`src/logic/crr_pkg.sv`:
```
/*
  Shared constants and carrier types for the cable-reflectometry register bank.
  Assumes a 32-bit AXI4-Lite slave; each 16-bit register sits in the low half of
  one aligned word at byte address four times its index.
*/
package crr_pkg;

  localparam int unsigned CRR_ADDR_W  = 16;
  localparam int unsigned CRR_DATA_W  = 32;
  localparam int unsigned CRR_REG_W   = 16;
  localparam int unsigned CRR_LOC_W   = 7;

  // register indices; byte address is index * 4
  localparam logic [13:0] CRR_IDX_PROBE_TIMING = 14'h0300;
  localparam logic [13:0] CRR_IDX_TAP_WINDOW   = 14'h0301;
  localparam logic [13:0] CRR_IDX_PROBE_DUR    = 14'h0302;
  localparam logic [13:0] CRR_IDX_THR_OFFSET   = 14'h0303;
  localparam logic [13:0] CRR_IDX_THR_SLOPE    = 14'h0304;
  localparam logic [13:0] CRR_IDX_PEAK_RESULT  = 14'h0305;

  // writable-bit masks
  localparam logic [15:0] CRR_MASK_PROBE_TIMING = 16'h1fff;
  localparam logic [15:0] CRR_MASK_TAP_WINDOW   = 16'h7f7f;
  localparam logic [15:0] CRR_MASK_PROBE_DUR    = 16'hffff;
  localparam logic [15:0] CRR_MASK_THR_OFFSET   = 16'h7fff;
  localparam logic [15:0] CRR_MASK_THR_SLOPE    = 16'h00ff;

  // reset values
  localparam logic [15:0] CRR_RST_PROBE_TIMING = 16'h0545;
  localparam logic [15:0] CRR_RST_TAP_WINDOW   = 16'h2404;
  localparam logic [15:0] CRR_RST_PROBE_DUR    = 16'h3e80;
  localparam logic [15:0] CRR_RST_THR_OFFSET   = 16'h053e;
  localparam logic [15:0] CRR_RST_THR_SLOPE    = 16'h000a;
  localparam logic [6:0]  CRR_RST_PEAK_LOC     = 7'h00;

  // field positions
  localparam int unsigned CRR_POS_TX_LEVEL   = 12;
  localparam int unsigned CRR_POS_SHADOW2    = 8;
  localparam int unsigned CRR_POS_SHADOW1    = 4;
  localparam int unsigned CRR_POS_POST_QUIET = 2;
  localparam int unsigned CRR_POS_PRE_QUIET  = 0;
  localparam int unsigned CRR_POS_TAP_END    = 8;
  localparam int unsigned CRR_POS_TAP_START  = 0;
  localparam int unsigned CRR_POS_THR_TAPOFS = 8;
  localparam int unsigned CRR_POS_THR_CONST  = 0;
  localparam int unsigned CRR_POS_PEAK1      = 8;
  localparam int unsigned CRR_POS_PEAK0      = 0;

  localparam logic [1:0] CRR_RESP_OKAY   = 2'h0;
  localparam logic [1:0] CRR_RESP_DECERR = 2'h3;

  typedef struct packed {
    logic        tx_level_high;   // 0: 1 V probe, 1: 2.4 V probe
    logic [3:0]  shadow_seg2;
    logic [3:0]  shadow_seg1;
    logic [1:0]  post_quiet;
    logic [1:0]  pre_quiet;
    logic [6:0]  tap_end;
    logic [6:0]  tap_start;
    logic [15:0] probe_dur_us;
    logic [6:0]  thr_tap_ofs;
    logic [7:0]  thr_const;
    logic [7:0]  thr_slope_x16;
  } crr_cfg_t;

  typedef struct packed {
    logic [6:0] peak1;
    logic [6:0] peak0;
  } crr_peaks_t;

endpackage

```
`src/logic/crr_peak_hold.sv`:
```
/*
  Holds the located reflection peaks between measurements.
  Assumes the engine runs on aclk and strobes done for one cycle with valid peaks.
*/
`timescale 1ns/1ps
`default_nettype none

module crr_peak_hold (
  input  wire logic              aclk,     // system clock
  input  wire logic              aresetn,  // synchronous reset, active low
  input  wire logic              done,     // measurement complete strobe
  input  wire crr_pkg::crr_peaks_t peaks_in, // peaks from engine
  output var  crr_pkg::crr_peaks_t peaks_reg // held peaks
);
  import crr_pkg::*;

  always_ff @(posedge aclk) begin
    if (!aresetn) begin
      peaks_reg <= '{peak1: CRR_RST_PEAK_LOC, peak0: CRR_RST_PEAK_LOC};
    end else if (done) begin
      peaks_reg <= peaks_in;
    end
  end

endmodule

`default_nettype wire

```
`src/logic/crr_regs.sv`:
```
/*
  Cable-reflectometry configuration and result register bank, AXI4-Lite slave.
  Assumes the probe engine sits on aclk; it reads the configuration outputs and
  strobes meas_done with the two peak locations when a measurement finishes.
*/
// Register access over AXI4-Lite was decided locally.
`timescale 1ns/1ps
`default_nettype none

module crr_regs (
  input  wire logic                         aclk,      // system clock
  input  wire logic                         aresetn,   // synchronous reset, active low
  input  wire logic [crr_pkg::CRR_ADDR_W-1:0] s_awaddr,  // write address
  input  wire logic                         s_awvalid, // write address valid
  output var  logic                         s_awready, // write address ready
  input  wire logic [crr_pkg::CRR_DATA_W-1:0] s_wdata,   // write data
  input  wire logic [3:0]                   s_wstrb,   // write byte strobes
  input  wire logic                         s_wvalid,  // write data valid
  output var  logic                         s_wready,  // write data ready
  output var  logic [1:0]                   s_bresp,   // write response
  output var  logic                         s_bvalid,  // write response valid
  input  wire logic                         s_bready,  // write response ready
  input  wire logic [crr_pkg::CRR_ADDR_W-1:0] s_araddr,  // read address
  input  wire logic                         s_arvalid, // read address valid
  output var  logic                         s_arready, // read address ready
  output var  logic [crr_pkg::CRR_DATA_W-1:0] s_rdata,   // read data
  output var  logic [1:0]                   s_rresp,   // read response
  output var  logic                         s_rvalid,  // read data valid
  input  wire logic                         s_rready,  // read data ready
  input  wire logic                         meas_done, // engine finished, one cycle
  input  wire crr_pkg::crr_peaks_t          meas_peaks, // peaks with meas_done
  output var  crr_pkg::crr_cfg_t            cfg        // configuration to engine
);
  import crr_pkg::*;

  logic [15:0]            timing_reg;
  logic [15:0]            tapwin_reg;
  logic [15:0]            dur_reg;
  logic [15:0]            throfs_reg;
  logic [15:0]            slope_reg;
  crr_peaks_t             peaks_reg;
  logic [CRR_ADDR_W-1:0]  awaddr_reg;
  logic [CRR_DATA_W-1:0]  wdata_reg;
  logic [3:0]             wstrb_reg;
  logic                   aw_have_reg;
  logic                   w_have_reg;
  logic                   awready_reg;
  logic                   wready_reg;
  logic                   bvalid_reg;
  logic [1:0]             bresp_reg;
  logic                   arready_reg;
  logic                   rvalid_reg;
  logic [1:0]             rresp_reg;
  logic [CRR_DATA_W-1:0]  rdata_reg;
  logic                   wr_go;
  logic [15:0]            lane_mask;

  // index 0..5 for mapped registers, 7 for unmapped
  function automatic logic [2:0] reg_sel(input logic [CRR_ADDR_W-1:0] addr);
    logic [13:0] idx;
    idx = addr[CRR_ADDR_W-1:2];
    unique case (idx)
      CRR_IDX_PROBE_TIMING: reg_sel = 3'h0;
      CRR_IDX_TAP_WINDOW:   reg_sel = 3'h1;
      CRR_IDX_PROBE_DUR:    reg_sel = 3'h2;
      CRR_IDX_THR_OFFSET:   reg_sel = 3'h3;
      CRR_IDX_THR_SLOPE:    reg_sel = 3'h4;
      CRR_IDX_PEAK_RESULT:  reg_sel = 3'h5;
      default:              reg_sel = 3'h7;
    endcase
  endfunction

  // merge write data into a register, masked by field bits and byte lanes
  function automatic logic [15:0] merge(input logic [15:0] old,
                                        input logic [15:0] wd,
                                        input logic [15:0] fmask,
                                        input logic [15:0] lmask);
    logic [15:0] m;
    m = fmask & lmask;
    merge = (old & ~m) | (wd & m);
  endfunction

  assign wr_go     = aw_have_reg && w_have_reg && !bvalid_reg;
  assign lane_mask = {{8{wstrb_reg[1]}}, {8{wstrb_reg[0]}}};

  // write address channel; slot stays closed until the response is taken
  always_ff @(posedge aclk) begin
    if (!aresetn) begin
      aw_have_reg <= 1'b0;
      awready_reg <= 1'b0;
      awaddr_reg  <= '0;
    end else if (s_awvalid && awready_reg) begin
      aw_have_reg <= 1'b1;
      awready_reg <= 1'b0;
      awaddr_reg  <= s_awaddr;
    end else if (wr_go) begin
      aw_have_reg <= 1'b0;
    end else if (!aw_have_reg && !bvalid_reg) begin
      awready_reg <= 1'b1;
    end
  end

  // write data channel, independent of the address so either may lead
  always_ff @(posedge aclk) begin
    if (!aresetn) begin
      w_have_reg <= 1'b0;
      wready_reg <= 1'b0;
      wdata_reg  <= '0;
      wstrb_reg  <= '0;
    end else if (s_wvalid && wready_reg) begin
      w_have_reg <= 1'b1;
      wready_reg <= 1'b0;
      wdata_reg  <= s_wdata;
      wstrb_reg  <= s_wstrb;
    end else if (wr_go) begin
      w_have_reg <= 1'b0;
    end else if (!w_have_reg && !bvalid_reg) begin
      wready_reg <= 1'b1;
    end
  end

  // configuration storage; writes to the result word are accepted and dropped
  always_ff @(posedge aclk) begin
    if (!aresetn) begin
      timing_reg <= CRR_RST_PROBE_TIMING;
      tapwin_reg <= CRR_RST_TAP_WINDOW;
      dur_reg    <= CRR_RST_PROBE_DUR;
      throfs_reg <= CRR_RST_THR_OFFSET;
      slope_reg  <= CRR_RST_THR_SLOPE;
    end else if (wr_go) begin
      unique case (reg_sel(awaddr_reg))
        3'h0: timing_reg <= merge(timing_reg, wdata_reg[15:0], CRR_MASK_PROBE_TIMING,
                                  lane_mask);
        3'h1: tapwin_reg <= merge(tapwin_reg, wdata_reg[15:0], CRR_MASK_TAP_WINDOW,
                                  lane_mask);
        3'h2: dur_reg    <= merge(dur_reg, wdata_reg[15:0], CRR_MASK_PROBE_DUR,
                                  lane_mask);
        3'h3: throfs_reg <= merge(throfs_reg, wdata_reg[15:0], CRR_MASK_THR_OFFSET,
                                  lane_mask);
        3'h4: slope_reg  <= merge(slope_reg, wdata_reg[15:0], CRR_MASK_THR_SLOPE,
                                  lane_mask);
        default: ;
      endcase
    end
  end

  // write response
  always_ff @(posedge aclk) begin
    if (!aresetn) begin
      bvalid_reg <= 1'b0;
      bresp_reg  <= CRR_RESP_OKAY;
    end else if (wr_go) begin
      bvalid_reg <= 1'b1;
      bresp_reg  <= (reg_sel(awaddr_reg) == 3'h7) ? CRR_RESP_DECERR : CRR_RESP_OKAY;
    end else if (bvalid_reg && s_bready) begin
      bvalid_reg <= 1'b0;
    end
  end

  // read channel: one read at a time, data registered the cycle after address
  always_ff @(posedge aclk) begin
    if (!aresetn) begin
      arready_reg <= 1'b0;
      rvalid_reg  <= 1'b0;
      rresp_reg   <= CRR_RESP_OKAY;
      rdata_reg   <= '0;
    end else if (s_arvalid && arready_reg) begin
      arready_reg <= 1'b0;
      rvalid_reg  <= 1'b1;
      rresp_reg   <= CRR_RESP_OKAY;
      unique case (reg_sel(s_araddr))
        3'h0: rdata_reg <= {16'h0000, timing_reg & CRR_MASK_PROBE_TIMING};
        3'h1: rdata_reg <= {16'h0000, tapwin_reg & CRR_MASK_TAP_WINDOW};
        3'h2: rdata_reg <= {16'h0000, dur_reg};
        3'h3: rdata_reg <= {16'h0000, throfs_reg & CRR_MASK_THR_OFFSET};
        3'h4: rdata_reg <= {16'h0000, slope_reg & CRR_MASK_THR_SLOPE};
        3'h5: rdata_reg <= {16'h0000, 1'b0, peaks_reg.peak1, 1'b0, peaks_reg.peak0};
        default: begin
          rdata_reg <= '0;
          rresp_reg <= CRR_RESP_DECERR;
        end
      endcase
    end else if (rvalid_reg && s_rready) begin
      rvalid_reg <= 1'b0;
    end else if (!rvalid_reg) begin
      arready_reg <= 1'b1;
    end
  end

  crr_peak_hold u_peak_hold (
    .aclk      (aclk),
    .aresetn   (aresetn),
    .done      (meas_done),
    .peaks_in  (meas_peaks),
    .peaks_reg (peaks_reg)
  );

  assign s_awready = awready_reg;
  assign s_wready  = wready_reg;
  assign s_bvalid  = bvalid_reg;
  assign s_bresp   = bresp_reg;
  assign s_arready = arready_reg;
  assign s_rvalid  = rvalid_reg;
  assign s_rresp   = rresp_reg;
  assign s_rdata   = rdata_reg;

  // one process drives the whole struct, so cfg has a single driver
  always_comb begin
    cfg.tx_level_high = timing_reg[CRR_POS_TX_LEVEL];
    cfg.shadow_seg2   = timing_reg[CRR_POS_SHADOW2 +: 4];
    cfg.shadow_seg1   = timing_reg[CRR_POS_SHADOW1 +: 4];
    cfg.post_quiet    = timing_reg[CRR_POS_POST_QUIET +: 2];
    cfg.pre_quiet     = timing_reg[CRR_POS_PRE_QUIET +: 2];
    cfg.tap_end       = tapwin_reg[CRR_POS_TAP_END +: 7];
    cfg.tap_start     = tapwin_reg[CRR_POS_TAP_START +: 7];
    cfg.probe_dur_us  = dur_reg;
    cfg.thr_tap_ofs   = throfs_reg[CRR_POS_THR_TAPOFS +: 7];
    cfg.thr_const     = throfs_reg[CRR_POS_THR_CONST +: 8];
    cfg.thr_slope_x16 = slope_reg[7:0];
  end

endmodule

`default_nettype wire

```
`config.mk`:
```
export PLATFORM = sky130hd
export DESIGN_NAME = crr_regs
export DESIGN_NICKNAME = d
export VERILOG_FILES = /design/src/logic/crr_pkg.sv /design/src/logic/crr_peak_hold.sv /design/src/logic/crr_regs.sv
export SDC_FILE = /design/constraint.sdc
export NUM_CORES = 1
export LEC_CHECK = 0
export ABC_AREA = 1
export BUFFER_PORTS_ARGS = -buffer_cell sky130_fd_sc_hd__buf_2
export CORE_MARGIN = 3
export CORE_UTILIZATION = 46
export CTS_CLUSTER_DIAMETER = 80
export DETAILED_ROUTE_END_ITERATION = 12
export PLACE_DENSITY = 0.74
export REMOVE_ABC_BUFFERS = 1
export SYNTH_ARGS = -nofsm -noshare
export SYNTH_HDL_FRONTEND = slang
export SYNTH_SLANG_ARGS = --single-unit
```
`constraint.sdc`:
```
create_clock -name aclk -period 1.6 [get_ports aclk]
set_input_delay 0.08 -clock aclk [delete_from_list [all_inputs] [get_ports aclk]]
set_output_delay 0.08 -clock aclk [all_outputs]
set_load 0.03 [all_outputs]
```
==> results.md, run 1 <==
* EDFF count, synth at 0
* Starting DRT DRC Count at 466
* Clock Sink Count at 137
* Worst hold-check path type: input pin to register
* Fin. max-slew vios at 0
* Power density over the cells at 982 nW/µm²
* Sequential area share after synthesis at 0.465
* Commonest cells after routing, fill and taps aside: nand2_1 (209), buf_2 (158), dfxtp_1 (135), nor2_1 (121), a21oi_1 (70)
* Die Span X at 119 µm
* Global placement routability congestion at 0.900
* Endpoint class of the critical path: register
* Nets@finish at 1,161
* Number of global-route vias before repair at 5,813
* H-tree depth at 4
* Initial antenna violation count at 0
* Final core occ at 0.686
* Syn-to-layout area delta at 42.6%
* Seq. cell area at 2750 µm²
* Top-Level Pins at 197
* Yosys Warn Count at 0
* Final ANT Viol Nets at 0
* WP data arrival at 1.91 ns
* Starting density of the core at 0.481
* FILL cells at 1,029
* Pin count of the biggest net entering global routing at 73
* Vias at 6,275
* Synthesized flop and latch total at 137
* Clock-pin transition on the worst setup and hold timing paths at 0.06 ns
* Crit share post-route at 1.01
* DP HPWL at 12.3 mm
* Hold Violations, Final at 0
* ANT cells at 0
* CTS tree: yes
* Asr flop ratio synth at 0
* Die Area at 14,200 µm²
* Commonest non-fill, non-tap cell in the layout: nand2_1
* # setup viols final at 2
* Grt total ovfl at 0
* Critical Path Source Type: register
* IO Port Bufs at 158
* Total of max-cap violations at 0
* Core area at 12,300 µm²
* Vias per cell at 5.02
* Worst skew pair latency at 0.42 ns
* Failing checks: negative setup slack
* P_leak at 3.88 nW
* VDD IR max at 0.000912 V
* Post-synthesis cell type count at 29
* Root Driver: clkbuf_16
* Pin slew with the least headroom to its limit at 0.560 ns
* Critical path class: register to register
* CTS Buf Count at 17
* Final non-filler cell total at 1,250
* Unrepaired setup endpoints after global routing: true
* Status: finished with violations
* Netlist area before placement at 5890 µm²
* Rows at 40
* First-pass GRT wire length at 28.5 mm
* Area of the multi-input gates at 2860 µm²
* Rel. slew slack at 0.626
* Pre-antenna DRT Iters at 5
* Global Route Usage Sum at 0.252
* DRT Wirelength at 18.1 mm
* Average size of a mapped cell at 7.11 µm²
* Vert. Die Dim at 119 µm
* Share of cells above drive strength 1 at 0.285
* FMAX at 621 MHz
* DRC at 0
* Cells after DPL at 1,167
* Ys flop type: dfxtp_1
* Worst EP required at 1.90 ns
* Clock Path Buffers at 2
* Final worst setup slack at -0.0115 ns
* WL/cell at 14.5 µm
* Cell count after synthesis at 829
* Crit path max fanout at 7
* Min Tclk post-route at 1.61 ns
* Clk_skew at 0.00621 ns
## metal layers
layer	global-route usage	routed length (µm)	vias up
met5	0	0	-
met3	0.0698	1430	47
met2	0.393	8430	286
met1	0.326	7710	2829
li1	-	-	3113
met4	0.111	579	0
## metrics by stage
step / total power [mW] / setup WS [ns] / instance area, µm² / hold WS [ns] / TNS [ns]
2_1_floorplan: 3.94 / -0.239 / 5680 / 0.164 / -4.14
3_3_place_gp: 4.17 / -0.196 / 7060 / 0.303 / -4.78
3_5_place_dp: 4.18 / -0.241 / 7060 / 0.320 / -6.45
4_1_cts: 8.24 / 0.00964 / 8190 / 0.0215 / 0
5_1_grt: 8.52 / -0.0993 / 8410 / 0.0538 / -1.98
6_report: 8.25 / -0.0115 / 8410 / 0.0327 / -0.0156
## critical path: stages (launching register included)
cell and delay [ns]:
dfxtp_2 0.32, nor2_2 0.10, nand4_1 0.12, buf_6 0.16
nor3_4 0.21, nand2_2 0.12, nor2_4 0.14, inv_2 0.06
buf_6 0.14, nand2_2 0.07, a21oi_2 0.05
## cell families after synthesis
family / count (synthesis) / share of synthesized area
other cells: 1 / 0.000636
compound gates: 147 / 0.134
flops: 137 / 0.465
buf+inv: 120 / 0.0913
simple gates: 423 / 0.307
fa+ha+maj: 1 / 0.00212
## cell type report
class / instances / area share
repair buffers: 254 / 0.203
flip-flops and latches: 137 / 0.326
well taps: 168 / 0.0250
clock buffers: 24 / 0.0585
multi-input cells: 588 / 0.340
inverters: 72 / 0.0335
clock inverters: 7 / 0.0137
## cell usage after synthesis, types with 4 or more instances
master,n,area (µm²)
nand4_1,21,131
nand2_2,4,25.0
buf_2,6,30.0
dfxtp_1,137,2740
o21ai_0,49,245
nor2_2,7,43.8
inv_1,66,248
nand3_1,18,90.1
o211ai_1,21,158
a21oi_1,76,380
clkbuf_1,20,75.1
buf_4,19,143
nand2_1,226,848
nor2_1,131,492
nor2_4,4,45.0
inv_2,4,15.0
nor3_1,6,30.0
## worst paths after layout
| kind | startpoint | end | slack (ns) | cells after the start |
|---|---|---|---|---|
| worst max-delay path | awaddr_reg[12] | register | -0.01 | 10 |
| worst min-delay path | s_awvalid | aw_have_reg | 0.03 | 3 |
| worst max register to register | awaddr_reg[12] | register | -0.01 | 10 |
| worst min register to register | s_rdata[1] | s_rdata[1] | 0.45 | 2 |
## power by group
group	internal, mW	switching, mW	total (mW)	leakage, nW
logic	0.264	0.388	0.652	2.47
registers	3.52	0.0807	3.60	1.12
clock network	2.60	1.40	4.00	0.292
total	6.38	1.87	8.25	3.88
## timing repair
item | 4_1_cts | 5_1_grt
hold buffers | 47 | 0
setup endpoints to repair | 58 | 70
hold endpoints to repair | 47 | 0
cloned | 0 | 1
pin swaps | 2 | 30
gates resized for setup | 12 | 60
setup buffers | 1 | 3
Note: power is estimated with default switching activity, not from simulation.
==> run 2: changes to the inputs <==
- TNS_END_PERCENT: not set -> 20
==> results.md, run 2 (same netlist as run 1, synthesis figures left out) <==
* Syn-to-layout area delta at 42.2%
* Hold Violations, Final at 0
* Global placement routability congestion at 0.900
* Power density over the cells at 984 nW/µm²
* Core area at 12,300 µm²
* Starting density of the core at 0.481
* CTS Buf Count at 17
* IO Port Bufs at 158
* Pre-antenna DRT Iters at 5
* DRC at 0
* # setup viols final at 1
* Clock Sink Count at 137
* Share of cells above drive strength 1 at 0.281
* Root Driver: clkbuf_16
* WL/cell at 14.3 µm
* Number of global-route vias before repair at 5,813
* Seq. cell area at 2750 µm²
* FMAX at 625 MHz
* Commonest cells after routing, fill and taps aside: nand2_1 (214), buf_2 (158), dfxtp_1 (135), nor2_1 (121), a21oi_1 (65)
* Starting DRT DRC Count at 432
* WP data arrival at 1.90 ns
* DP HPWL at 12.3 mm
* Unrepaired setup endpoints after global routing: true
* H-tree depth at 4
* First-pass GRT wire length at 28.5 mm
* DRT Wirelength at 17.9 mm
* Die Area at 14,200 µm²
* Crit share post-route at 1.00
* Area of the multi-input gates at 2860 µm²
* Commonest non-fill, non-tap cell in the layout: nand2_1
* P_leak at 3.87 nW
* VDD IR max at 0.000908 V
* ANT cells at 0
* Nets@finish at 1,158
* Vias per cell at 5.02
* Final worst setup slack at -0.000576 ns
* Worst skew pair latency at 0.42 ns
* Global Route Usage Sum at 0.252
* Status: finished with violations
* Critical path class: register to register
* Total of max-cap violations at 0
* Crit path max fanout at 7
* Die Span X at 119 µm
* Worst EP required at 1.90 ns
* Initial antenna violation count at 0
* Clock-pin transition on the worst setup and hold timing paths at 0.06 ns
* Overall power at 8.25 mW
* Worst R2R Path Depth at 10
* Total negative setup slack at -0.000576 ns
* Pin slew with the least headroom to its limit at 0.568 ns
* Clk_skew at 0.00685 ns
* Final ANT Viol Nets at 0
* Failing checks: negative setup slack
* WHS at 0.0316 ns
* Fin. max-slew vios at 0
* Rows at 40
* Pin count of the biggest net entering global routing at 73
* Worst hold-check path type: input pin to register
* Hold path depth at 3
* Vias at 6,263
* Grt total ovfl at 0
* Min Tclk post-route at 1.60 ns
* Vert. Die Dim at 119 µm
* Clock Path Buffers at 2
* Critical Path Source Type: register
* Top-Level Pins at 197
* Endpoint class of the critical path: register
* FILL cells at 1,027
* CTS tree: yes
* Rel. slew slack at 0.621
-- run 2: repair_timing --
| item | in CTS | in global routing |
|---|---|---|
| gates resized for setup | 12 | 54 |
| setup buffers | 1 | 1 |
| endpoints found under the setup margin | 58 | 70 |
| endpoints found under the hold margin | 47 | 0 |
| pin swaps | 2 | 14 |
| hold buffers | 47 | 0 |
-- run 2: cell type report --
cell class / count / share of cell area
clock buffer: 24 / 0.0587
clock inverter: 7 / 0.0137
inverter: 72 / 0.0330
multi-input combinational: 587 / 0.341
sequential: 137 / 0.328
tap: 168 / 0.0251
timing repair buffer: 252 / 0.201
-- run 2: worst paths after layout --
| check | slack (ns) | end | start |
|---|---|---|---|
| min | 0.03 | aw_have_reg | s_awvalid |
| max reg2reg | -0.0006 | register | awaddr_reg[12] |
| min reg2reg | 0.46 | s_rdata[1] | s_rdata[1] |
| max | -0.0006 | register | awaddr_reg[12] |
-- run 2: worst max-delay path, stage by stage, from the launching register on --
cell and delay, ns:
dfxtp_2 0.32, nor2_2 0.10, nand4_1 0.11, buf_6 0.16, nor3_4 0.21, nand2_2 0.12, nor2_4 0.14, inv_2 0.06
buf_6 0.14, nand2_2 0.07, a21oi_2 0.05
-- run 2: routing by layer --
layer / share of wire / track usage
met1: 0.42 / 0.326
met2: 0.47 / 0.393
met5: 0 / 0
met3: 0.076 / 0.0698
met4: 0.032 / 0.111
-- run 2: report_power, final --
part / total [mW] / switching (mW) / internal, mW / leakage [nW]
Clock: 4.00 / 1.40 / 2.60 / 0.292
Combinational: 0.651 / 0.387 / 0.264 / 2.46
Sequential: 3.60 / 0.0802 / 3.52 / 1.12
-- run 2: stage by stage --
stage / std cells / utilization / cell area [µm²] / worst slack (ns)
floorplan: 796 / - / 5680 / -0.239
global placement: 1167 / 0.576 / 7060 / -0.196
detailed placement: 1167 / 0.576 / 7060 / -0.241
CTS: 1246 / 0.668 / 8190 / 0.00964
global route: 1247 / 0.683 / 8380 / -0.0989
finish: 1247 / 0.683 / 8380 / -0.000576
==> run 3: changes to the inputs <==
- CORE_UTILIZATION: 46 -> 50
- PLACE_DENSITY: 0.74 -> 0.76
- SETUP_SLACK_MARGIN: not set -> 0.5
- clock period: 1.6 -> 1.5 ns (I/O delays scaled with it)
==> results.md, run 3 (same netlist as run 1, synthesis figures left out) <==
* Rel. slew slack at 0.552
* Global placement routability congestion at 0.891
* ANT cells at 0
* DRC at 0
* Endpoint class of the critical path: register
* Rows at 39
* Commonest non-fill, non-tap cell in the layout: nand2_1
* WP data arrival at 2.00 ns
* Total of max-cap violations at 0
* Starting density of the core at 0.514
* Vias at 6,317
* WHS at 0.00914 ns
* Area of the multi-input gates at 2900 µm²
* Grt total ovfl at 0
* Pin count of the biggest net entering global routing at 73
* Post-Place Cell Area at 7010 µm²
* Clock Sink Count at 137
* P_int at 6.58 mW
* Worst hold-check path type: input pin to register
* Clk_skew at 0.00501 ns
* Root Driver: clkbuf_16
* Die Span X at 115 µm
* Sw Ratio at 0.231
* Critical Path Source Type: register
* Final core occ at 0.770
* Nets@finish at 1,159
* Share of cells above drive strength 1 at 0.317
* Pin slew with the least headroom to its limit at 0.669 ns
* Power density over the cells at 969 nW/µm²
* Syn-to-layout area delta at 49.8%
* Psw at 1.98 mW
* Clock-pin transition on the worst setup and hold timing paths at 0.05 ns
* Vert. Die Dim at 115 µm
* Crit share post-route at 1.11
* Clock Path Buffers at 2
* Initial antenna violation count at 0
* Pre-antenna DRT Iters at 5
* Combinational share of power at 0.087
* Global Route Usage Sum at 0.283
* VDD IR max at 0.000795 V
* Top-Level Pins at 197
* CTS tree: yes
* Final ANT Viol Nets at 0
* Seq. cell area at 2780 µm²
* Hold Violations, Final at 0
* First-pass GRT wire length at 29.2 mm
* Critical path class: register to register
* Final worst setup slack at -0.163 ns
* Die Area at 13,100 µm²
* Fin. max-slew vios at 0
* Overall power at 8.56 mW
* H-tree depth at 4
* FMAX at 601 MHz
* Worst EP required at 1.83 ns
* IO Port Bufs at 158
* Clk network pwr share at 0.462
* Starting DRT DRC Count at 631
* Number of global-route vias before repair at 6,005
* Post-layout instance area at 8830 µm²
* Vias per cell at 5.17
* Commonest cells after routing, fill and taps aside: nand2_1 (202), nor2_1 (119), dfxtp_1 (108), buf_2 (89), a21oi_1 (75)
* Worst skew pair latency at 0.42 ns
* Total negative setup slack at -4.32 ns
* FILL cells at 804
* Crit path max fanout at 6
* DRT Wirelength at 18.7 mm
* WL/cell at 15.4 µm
* Failing checks: negative setup slack
* Min Tclk post-route at 1.66 ns
* # setup viols final at 58
* DP HPWL at 11.9 mm
* Status: finished with violations
* CTS Buf Count at 17
* Unrepaired setup endpoints after global routing: true
* P_leak at 3.95 nW
* Part of the power in registers at 0.450
* Core area at 11,500 µm²
==> run 3: repair_timing <==
item	4_1_cts	5_1_grt
gates cloned	1	0
gates resized for setup	212	41
pin swaps	63	27
endpoints found under the setup margin	195	189
hold buffers	47	0
hold endpoints to repair	47	0
buffers inserted	2	2
==> run 3: worst paths after layout <==
| path | slack, ns | startpoint | endpoint | cells after the start |
|---|---|---|---|---|
| setup / recovery | -0.16 | awaddr_reg[12] | register | 10 |
| hold / removal | 0.009 | s_awvalid | aw_have_reg | 3 |
| setup reg to reg | -0.16 | awaddr_reg[12] | register | 10 |
| hold reg to reg | 0.45 | s_rdata[10] | s_rdata[10] | 2 |
==> run 3: per-layer routing <==
| metal | part of all wire | wire length, µm | global-route usage |
|---|---|---|---|
| met4 | 0.026 | 494 | 0.120 |
| met2 | 0.48 | 9060 | 0.465 |
| met3 | 0.067 | 1250 | 0.0703 |
| met1 | 0.42 | 7940 | 0.353 |
| met5 | 0 | 0 | 0 |
==> run 3: layout make-up <==
cell class | count | area share
timing repair buffer | 253 | 0.240
inverter | 72 | 0.0333
multi-input combinational | 587 | 0.328
clock inverter | 2 | 0.00397
sequential | 137 | 0.315
clock buffer | 27 | 0.0592
tap | 143 | 0.0203
==> run 3: worst max-delay path, cell delays in order, from the launching register on <==
cell     delay (ns)
dfxtp_2        0.33
nor2_2         0.11
nand4_1        0.12
buf_6          0.16
buf_6          0.12
nor3_4         0.13
nand2_2        0.12
nor2_4         0.15
buf_6          0.15
nand2_1        0.05
a21oi_1        0.15
==> run 3: power groups by stage <==
stage / sequential (mW) / clock, mW / combinational [mW]
after floorplan: 3.91 / 0 / 0.286
after global placement: 3.90 / 0 / 0.546
final: 3.85 / 3.96 / 0.747
after CTS: 3.84 / 3.98 / 0.710
after detailed placement: 3.90 / 0 / 0.556
after global routing: 3.86 / 4.13 / 0.815
==> run 3: per-stage QoR <==
stage	cells	worst slack, ns
after CTS	1219	-0.115
after detailed placement	1140	-0.397
final	1221	-0.163
after global placement	1140	-0.312
after global routing	1221	-0.266
after floorplan	796	-0.334
